<file path="config.mk">
export PLATFORM = sky130hd
export DESIGN_NAME = pft_flow
export DESIGN_NICKNAME = d
export VERILOG_FILES = /design/src/rtl/pft_pkg.sv /design/src/rtl/pft_stack.sv /design/src/rtl/pft_flow.sv
export SDC_FILE = /design/constraint.sdc
export NUM_CORES = 1
export LEC_CHECK = 0
export BUFFER_PORTS_ARGS = -buffer_cell sky130_fd_sc_hd__buf_2
export CAP_MARGIN = 10
export CORE_MARGIN = 3
export CORE_UTILIZATION = 50
export DETAILED_ROUTE_END_ITERATION = 8
export GPL_TIMING_DRIVEN = 0
export HOLD_SLACK_MARGIN = 0.05
export PLACE_DENSITY_LB_ADDON = 0.15
export SLEW_MARGIN = 20
export SYNTH_ARGS = -nofsm -noshare
export SYNTH_HDL_FRONTEND = slang
export SYNTH_SLANG_ARGS = --single-unit
</file>
<file path="constraint.sdc">
create_clock -name mclk_i -period 3.3 [get_ports mclk_i]
set_clock_uncertainty 0.1 [all_clocks]
set_input_delay 0.495 -clock mclk_i [delete_from_list [all_inputs] [get_ports mclk_i]]
set_output_delay 0.495 -clock mclk_i [all_outputs]
set_load 0.005 [all_outputs]
</file>
<file path="src/rtl/pft_pkg.sv">
package pft_pkg;
   // ----------------------------------------------------------------
   // Geometry
   // ----------------------------------------------------------------
   localparam int PFT_ADDR_W = 15;
   localparam int PFT_WORD_W = 16;
   localparam int PFT_MEM_WORDS = 32768;
   localparam int PFT_STACK_DEPTH = 8;
   localparam int PFT_SP_W = 4;
   localparam int PFT_BANK_W = 2;
   localparam int PFT_HIGH_W = 5;
   localparam logic [14:0] PFT_RESET_VECTOR = 15'h0000;
   localparam logic [6:0] PFT_LAST_PAGE = 7'h7f;

   // ----------------------------------------------------------------
   // Register port offsets
   // ----------------------------------------------------------------
   localparam logic [3:0] PFT_REG_PC_LOW = 4'h0;
   localparam logic [3:0] PFT_REG_TBL_LOW = 4'h1;
   localparam logic [3:0] PFT_REG_TBL_HIGH = 4'h2;
   localparam logic [3:0] PFT_REG_TDATA_HIGH = 4'h3;
   localparam logic [3:0] PFT_REG_BANK = 4'h4;
   localparam logic [3:0] PFT_REG_STATUS = 4'h5;
   localparam logic [7:0] PFT_RESET_BYTE = 8'h00;

   // ----------------------------------------------------------------
   // Status bit positions
   // ----------------------------------------------------------------
   localparam int PFT_ST_C = 0;
   localparam int PFT_ST_AC = 1;
   localparam int PFT_ST_Z = 2;
   localparam int PFT_ST_OV = 3;

   // ----------------------------------------------------------------
   // Flow commands from the decoder
   // ----------------------------------------------------------------
   typedef enum logic [3:0] {
      PFT_OP_NEXT = 4'h0,
      PFT_OP_JUMP = 4'h1,
      PFT_OP_CALL = 4'h2,
      PFT_OP_RET = 4'h3,
      PFT_OP_RETURN_FROM_IRQ_OP = 4'h4,
      PFT_OP_SKIP = 4'h5,
      PFT_OP_TABRD = 4'h6,
      PFT_OP_TABRD_LAST = 4'h7,
      PFT_OP_EXT_TABRD = 4'h8,
      PFT_OP_EXT_TABRD_LAST = 4'h9
   } pft_op_t;

   typedef enum logic [2:0] {
      PFT_ST_RUN = 3'b001,
      PFT_ST_DUMMY = 3'b010,
      PFT_ST_TABLE = 3'b100
   } pft_state_t;

   typedef struct packed {
      pft_op_t op;
      logic skip_taken;
      logic [14:0] target;
      logic [7:0] dest_addr;
      logic dest_sector0;
   } pft_cmd_t;

   typedef struct packed {
      logic valid;
      logic c;
      logic ac;
      logic z;
      logic ov;
   } pft_alu_flags_t;

   typedef struct packed {
      logic valid;
      logic [7:0] data;
      logic [7:0] addr;
      logic ext;
   } pft_table_wr_t;
endpackage

</file>
<file path="src/rtl/pft_stack.sv">
module pft_stack
   import pft_pkg::*;
(
   input wire logic mclk_i,
   input wire logic resetn_i,
   input wire logic push_i,
   input wire logic pop_i,
   input wire logic [14:0] push_data_i,
   output logic [14:0] top_o,
   output logic full_o,
   output logic empty_o
);
   // Circular store, so an overflowing push overwrites the oldest entry
   logic [14:0] mem [PFT_STACK_DEPTH];
   logic [PFT_SP_W-1:0] count;
   logic [PFT_SP_W-2:0] wr_ptr;
   wire [PFT_SP_W-2:0] rd_ptr = wr_ptr - 3'h1;

   assign top_o = mem[rd_ptr];
   assign full_o = (count == 4'(PFT_STACK_DEPTH));
   assign empty_o = (count == 4'h0);

   always_ff @(posedge mclk_i) begin
      if (push_i) begin
         mem[wr_ptr] <= push_data_i;
      end
   end

   always_ff @(posedge mclk_i) begin
      if (!resetn_i) begin
         count <= 4'h0;
         wr_ptr <= 3'h0;
      end else if (push_i) begin
         wr_ptr <= wr_ptr + 3'h1;
         if (!full_o) begin
            count <= count + 4'h1;
         end
      end else if (pop_i && !empty_o) begin
         wr_ptr <= rd_ptr;
         count <= count - 4'h1;
      end
   end
endmodule

</file>
<file path="src/rtl/pft_flow.sv">
// The register addresses and the strobed register port were decided locally.
module pft_flow
   import pft_pkg::*;
(
   input wire logic mclk_i,
   input wire logic resetn_i,
   // Register port
   input wire logic [3:0] reg_addr_i,
   input wire logic [7:0] reg_wdata_i,
   input wire logic reg_wr_i,
   input wire logic reg_rd_i,
   output logic [7:0] reg_rdata_o,
   // Decoder
   input wire pft_cmd_t cmd_i,
   input wire logic cmd_valid_i,
   input wire pft_alu_flags_t alu_flags_i,
   // Interrupt logic
   input wire logic irq_req_i,
   input wire logic [14:0] irq_vector_i,
   output logic irq_ack_o,
   // Program memory
   output logic [14:0] pmem_addr_o,
   input wire logic [15:0] pmem_data_i,
   // Execution state
   output logic [14:0] pc_o,
   output logic dummy_o,
   output logic stall_o,
   output logic stack_full_o,
   output pft_table_wr_t table_wr_o,
   output logic [7:0] status_o
);
   // ----------------------------------------------------------------
   // State
   // ----------------------------------------------------------------
   pft_state_t state;
   pft_state_t next_state;
   logic [14:0] pc;
   logic [14:0] next_pc;
   logic [7:0] tbl_low;
   logic [6:0] tbl_high;
   logic [7:0] tdata_high;
   logic [7:0] status;
   logic [7:0] tbl_dest;
   logic tbl_ext;
   logic [14:0] tbl_addr_q;
   logic [7:0] rdata;
   pft_table_wr_t table_wr;

   logic stack_full;
   logic stack_empty;
   logic [14:0] stack_top;

   function automatic logic [14:0] pft_page_jump(input logic [14:0] base,
                                                 input logic [7:0] low);
      pft_page_jump = {base[14:8], low};
   endfunction

   // ----------------------------------------------------------------
   // Decode
   // ----------------------------------------------------------------
   wire running = (state == PFT_ST_RUN);
   wire exec = running && cmd_valid_i;
   wire op_call = exec && (cmd_i.op == PFT_OP_CALL);
   wire op_ret = exec && ((cmd_i.op == PFT_OP_RET) || (cmd_i.op == PFT_OP_RETURN_FROM_IRQ_OP));
   wire op_jump = exec && (cmd_i.op == PFT_OP_JUMP);
   wire op_skip = exec && (cmd_i.op == PFT_OP_SKIP) && cmd_i.skip_taken;
   wire op_last = (cmd_i.op == PFT_OP_TABRD_LAST) || (cmd_i.op == PFT_OP_EXT_TABRD_LAST);
   wire op_ext = (cmd_i.op == PFT_OP_EXT_TABRD) || (cmd_i.op == PFT_OP_EXT_TABRD_LAST);
   wire op_tab_any = (cmd_i.op == PFT_OP_TABRD) || (cmd_i.op == PFT_OP_TABRD_LAST) || op_ext;
   // Sector 0 destinations use the short forms, others the extended ones
   wire op_table = exec && op_tab_any && (op_ext != cmd_i.dest_sector0);
   wire pcl_wr = running && reg_wr_i && (reg_addr_i == PFT_REG_PC_LOW);

   // Interrupt is only taken on an idle instruction boundary
   wire irq_take = running && irq_req_i && !stack_full && !cmd_valid_i && !pcl_wr;

   wire [14:0] tbl_addr = op_last ? {PFT_LAST_PAGE, tbl_low}
                                  : pft_page_jump({tbl_high, 8'h00}, tbl_low);

   // ----------------------------------------------------------------
   // Next program counter
   // ----------------------------------------------------------------
   always_comb begin
      next_pc = pc;
      next_state = state;
      unique case (state)
         PFT_ST_RUN: begin
            if (irq_take) begin
               next_pc = irq_vector_i;
               next_state = PFT_ST_DUMMY;
            end else if (pcl_wr) begin
               next_pc = pft_page_jump(pc, reg_wdata_i);
               next_state = PFT_ST_DUMMY;
            end else if (op_jump || op_call) begin
               next_pc = cmd_i.target;
               next_state = PFT_ST_DUMMY;
            end else if (op_ret) begin
               next_pc = stack_top;
               next_state = PFT_ST_DUMMY;
            end else if (op_skip) begin
               next_pc = pc + 15'h1;
               next_state = PFT_ST_DUMMY;
            end else if (op_table) begin
               next_state = PFT_ST_TABLE;
            end else if (exec) begin
               next_pc = pc + 15'h1;
            end
         end
         PFT_ST_DUMMY: begin
            next_state = PFT_ST_RUN;
         end
         PFT_ST_TABLE: begin
            next_pc = pc + 15'h1;
            next_state = PFT_ST_RUN;
         end
         default: begin
            next_state = PFT_ST_RUN;
         end
      endcase
   end

   // ----------------------------------------------------------------
   // Return stack, not visible on the register port
   // ----------------------------------------------------------------
   pft_stack u_stack (
      .mclk_i(mclk_i),
      .resetn_i(resetn_i),
      .push_i(op_call || irq_take),
      .pop_i(op_ret),
      // An interrupt saves the unexecuted instruction, a call the one after it
      .push_data_i(irq_take ? pc : pc + 15'h1),
      .top_o(stack_top),
      .full_o(stack_full),
      .empty_o(stack_empty)
   );

   // ----------------------------------------------------------------
   // Sequencer
   // ----------------------------------------------------------------
   always_ff @(posedge mclk_i) begin
      if (!resetn_i) begin
         state <= PFT_ST_RUN;
         pc <= PFT_RESET_VECTOR;
      end else begin
         state <= next_state;
         pc <= next_pc;
      end
   end

   // Table read: address latched first cycle, data taken second
   always_ff @(posedge mclk_i) begin
      if (!resetn_i) begin
         tbl_addr_q <= PFT_RESET_VECTOR;
         tbl_dest <= PFT_RESET_BYTE;
         tbl_ext <= 1'b0;
      end else if (op_table) begin
         tbl_addr_q <= tbl_addr;
         tbl_dest <= cmd_i.dest_addr;
         tbl_ext <= op_ext;
      end
   end

   always_ff @(posedge mclk_i) begin
      if (!resetn_i) begin
         table_wr <= '0;
      end else begin
         table_wr.valid <= (state == PFT_ST_TABLE);
         table_wr.data <= pmem_data_i[7:0];
         table_wr.addr <= tbl_dest;
         table_wr.ext <= tbl_ext;
      end
   end

   // ----------------------------------------------------------------
   // Software registers
   // ----------------------------------------------------------------
   always_ff @(posedge mclk_i) begin
      if (!resetn_i) begin
         tbl_low <= PFT_RESET_BYTE;
         tbl_high <= 7'h00;
         tdata_high <= PFT_RESET_BYTE;
      end else begin
         if (reg_wr_i && reg_addr_i == PFT_REG_TBL_LOW) begin
            tbl_low <= reg_wdata_i;
         end
         if (reg_wr_i && reg_addr_i == PFT_REG_TBL_HIGH) begin
            tbl_high <= reg_wdata_i[6:0];
         end
         // Hardware load wins over a software write in the same cycle
         if (state == PFT_ST_TABLE) begin
            tdata_high <= pmem_data_i[15:8];
         end else if (reg_wr_i && reg_addr_i == PFT_REG_TDATA_HIGH) begin
            tdata_high <= reg_wdata_i;
         end
      end
   end

   always_ff @(posedge mclk_i) begin
      if (!resetn_i) begin
         status <= PFT_RESET_BYTE;
      end else if (alu_flags_i.valid) begin
         status[PFT_ST_C] <= alu_flags_i.c;
         status[PFT_ST_AC] <= alu_flags_i.ac;
         status[PFT_ST_Z] <= alu_flags_i.z;
         status[PFT_ST_OV] <= alu_flags_i.ov;
      end else if (reg_wr_i && reg_addr_i == PFT_REG_STATUS) begin
         status <= {4'h0, reg_wdata_i[3:0]};
      end
   end

   // Bank bits mirror the upper PC bits; writes go through jumps, calls, returns and interrupts only
   wire [7:0] bank_view = {6'h00, pc[14:13]};
   wire [7:0] rd_mux = (reg_addr_i == PFT_REG_PC_LOW) ? pc[7:0] :
                       (reg_addr_i == PFT_REG_TBL_LOW) ? tbl_low :
                       (reg_addr_i == PFT_REG_TBL_HIGH) ? {1'b0, tbl_high} :
                       (reg_addr_i == PFT_REG_TDATA_HIGH) ? tdata_high :
                       (reg_addr_i == PFT_REG_BANK) ? bank_view :
                       (reg_addr_i == PFT_REG_STATUS) ? status : 8'h00;

   always_ff @(posedge mclk_i) begin
      if (!resetn_i) begin
         rdata <= PFT_RESET_BYTE;
      end else if (reg_rd_i) begin
         rdata <= rd_mux;
      end else begin
         rdata <= 8'h00;
      end
   end

   // ----------------------------------------------------------------
   // Outputs
   // ----------------------------------------------------------------
   // 15-bit address spans 32K words of 16 bits
   assign pmem_addr_o = (state == PFT_ST_TABLE) ? tbl_addr_q : pc;
   assign pc_o = pc;
   assign dummy_o = (state == PFT_ST_DUMMY);
   assign stall_o = (state != PFT_ST_RUN);
   assign irq_ack_o = irq_take;
   assign stack_full_o = stack_full;
   assign table_wr_o = table_wr;
   assign status_o = status;
   assign reg_rdata_o = rdata;
endmodule

</file>
==> impl_metrics.toml <==
[die]
dieHeight_um = 148
dieArea_um2 = 22000
initial_core_util_pct = 51.4
die_w_um = 148
row_count = 51
ios = 151
core_area_um2 = 19700

[sta]
fmax_mhz = 312
hold_viol = 0
rsz0062_at_grt = "false"
slew_viol_final = 0
final.min_clock_period_ps = 3200
fin_ws_ps = 97.5
holdWs_ps = 79.8
min_period_over_period_pct = 97.0
finalSetupTns_ps = 0
relSlewSlack_pct = 34.2
finalSetupViolCount = 0
worst_pin_slew_ps = 973

[clock_tree]
ctsHoldBuffers = 0
cts_tree = "built"
numCtsBuffers = 24
htree_num_levels = 1
cts.sinks = 222
insertion_delay_ps = 520
clk_pin_slew_ps = 50
clock_tree.root_cell = "clkbuf_16"
clk_path_buf_depth = 3

[pwr]
p_per_area_nw_per_um2 = 600
p_comb_share_pct = 21.0
swShare_pct = 28.4
power_w = 0.00732
power.switching_w = 0.00208
ir_drop_mv = 0.370
clkPwrFrac_pct = 34.9
pwr-share-seq_pct = 44.1
p_int_w = 0.00524
p_leak_nw = 4.67

[critical_path]
critPathLaunchType = "register"
path_cells = "nor4b_4, nor2_4, nand2_2, inv_2, buf_2, buf_2, buf_2"
required_ps = 2700
timing.reg2reg.setup_slack_ps = 180
cp_top_family = "simple AND/OR/NAND/NOR gates"
slowest_delay_ps = 590
critPathMostFrequentCell = "buf_2"
critical_path_class = "register to output port"
endpoint_kind = "output port"
path_buf_inv = 4
critPathMaxFanout = 10
critPathSlowestCell = "nor4b_4"
cp.arrival_ps = 2610

[logic_synthesis]
synth_edf_count = 120
yosys_most_used_dff = "edfxtp_1"
syn_inst = 916
syn_area_um2 = 10100
async_flop_share_pct = 0
ys_seq_area_share_pct = 55.8
avgSynthCellArea_um2 = 11.0
ys_types = 70
synth_warnings = 0
ys_ff_latch = 222

[detailed_routing]
vias = 8050
drc_errors = 0
wl_per_cell_um = 21.4
vias_per_cell = 5.82
postRouteWirelength_um = 29700
dr.first_iter.drc_count = 865
firstDrtPassIters = 5
ant_nets = 0

[grt]
grt_max_degree = 14
grt_pass1_wl_um = 44800
first_global_vias = 7595
antenna_found_initial = 0
gr-usage-all-layers_pct = 26.7
overflow = 0

[layout]
multi_input_area_um2 = 4230
num_antenna_cells = 0
syn_to_final_growth_pct = 20.8
regArea_um2 = 5650
layout_common_cells = "154 x buf_2, 150 x nand2_1, 120 x edfxtp_1"
drive_above_1_share_pct = 26.1
fin_cells = 1384
final_common_cell = "buf_2"
fillers = 1672
nNetsFinal = 1190

[place]
routabilityCongestion = 0.952
portBuffers = 143
dp.cells = 1340
hpwl_um = 21700
dp_slack_ps = -1290

[flow_run]
max_cap_viol_count = 0

[run_status]
status = "complete, no violations"

[min_path]
hp-class = "primary input to register"
synth_stat cells, drive strengths merged, types with 3 or more instances:
library cell | instances | area [um2]
clkbuf | 45 | 169
nor2 | 72 | 273
nor2b | 3 | 18.8
a22oi | 4 | 30.0
mux2 | 9 | 101
ha | 4 | 50.1
a221oi | 16 | 140
xor2 | 10 | 87.6
mux2i | 32 | 320
dfxtp | 102 | 2040
o221ai | 3 | 26.3
o22ai | 8 | 50.1
xnor2 | 23 | 201
o211ai | 4 | 30.0
nand2 | 151 | 569
o221a | 7 | 78.8
a2111oi | 3 | 32.5
a21oi | 56 | 280
nand4 | 3 | 18.8
nand2b | 6 | 37.5
a211oi | 3 | 22.5
and3 | 8 | 50.1
a31oi | 5 | 31.3
nor3 | 19 | 106
nor4 | 8 | 50.1
edfxtp | 120 | 3600
nand3 | 24 | 120
nor3b | 4 | 41.3
inv | 13 | 48.8
buf | 23 | 129
o21a | 4 | 30.0
mux4 | 29 | 653
o211a | 3 | 30.0
and2 | 20 | 125
or3 | 6 | 37.5
a311oi | 8 | 70.1
o21ai | 29 | 145
stage by stage:
| stage | utilization, % | cell area, um2 |
|---|---|---|
| detailed placement | 57.8 | 11400 |
| finish | 62.1 | 12200 |
| global placement | 56.9 | 11200 |
| CTS | 61.9 | 12200 |
| global route | 62.1 | 12200 |
| floorplan | - | 10100 |
logic make-up (layout without fill, tap and decap cells):
kind of cell	count (synthesis)	count (layout)	share of synthesized area, %
simple gates	334	334	15.3
flops	222	222	55.8
compound gates	170	170	11.4
buf+inv	82	282	3.47
mux	70	70	10.6
xor+xnor	33	33	2.86
fa+ha+maj	4	4	0.495
other cells	1	4	0.0371
layout make-up:
| cell class | count | area share [%] |
|---|---|---|
| repair buffers | 159 | 7.09 |
| clock inverters | 11 | 0.738 |
| multi-input cells | 615 | 34.7 |
| inverters | 14 | 0.451 |
| flip-flops and latches | 222 | 46.3 |
| well taps | 265 | 2.72 |
| plain buffers | 67 | 2.62 |
| clock buffers | 31 | 5.47 |
layer usage:
| metal | vias up | wire, um | global-route usage (%) |
|---|---|---|---|
| li1 | 3722 | - | - |
| met1 | 3814 | 12300 | 38.8 |
| met3 | 47 | 3410 | 7.53 |
| met4 | 0 | 660 | 6.56 |
| met5 | - | 0 | 0 |
| met2 | 467 | 13300 | 40.1 |
what timing repair did:
action | CTS | global route
hold endpoints to repair | 0 | 0
setup endpoints to repair | 23 | 57
buffers inserted | 3 | 0
resized for setup | 13 | 12
worst paths after layout:
kind                        endpoint              from  depth (start not counted)
setup / recovery           irq_ack_o  u_stack.count[0]                          7
hold / removal        table_wr_o[15]    pmem_data_i[6]                          2
setup reg to reg  u_stack.mem[5][14]           pc_o[2]                          6
hold reg to reg          tbl_dest[0]       tbl_dest[0]                          2
state kept, by name, indices dropped and copies added (netlist names), 3 cells and up:
name            flops
u_stack.mem       120
table_wr_o         18
tdata_high          8
tbl_low             8
status_o            4
tbl_dest            8
tbl_high            7
state               3
reg_rdata_o         8
pc_o               15
u_stack.wr_ptr      3
u_stack.count       4
tbl_addr_q         15
power groups by stage:
stage | Clock, W | Combinational, W | Sequential [W]
finish | 0.00255 | 0.00154 | 0.00323
global route | 0.00272 | 0.00165 | 0.00324
CTS | 0.00260 | 0.00152 | 0.00323
detailed placement | 0 | 0.00148 | 0.00328
global placement | 0 | 0.00144 | 0.00328
floorplan | 0 | 0.000950 | 0.00325
(Power assumes the default switching activity.)
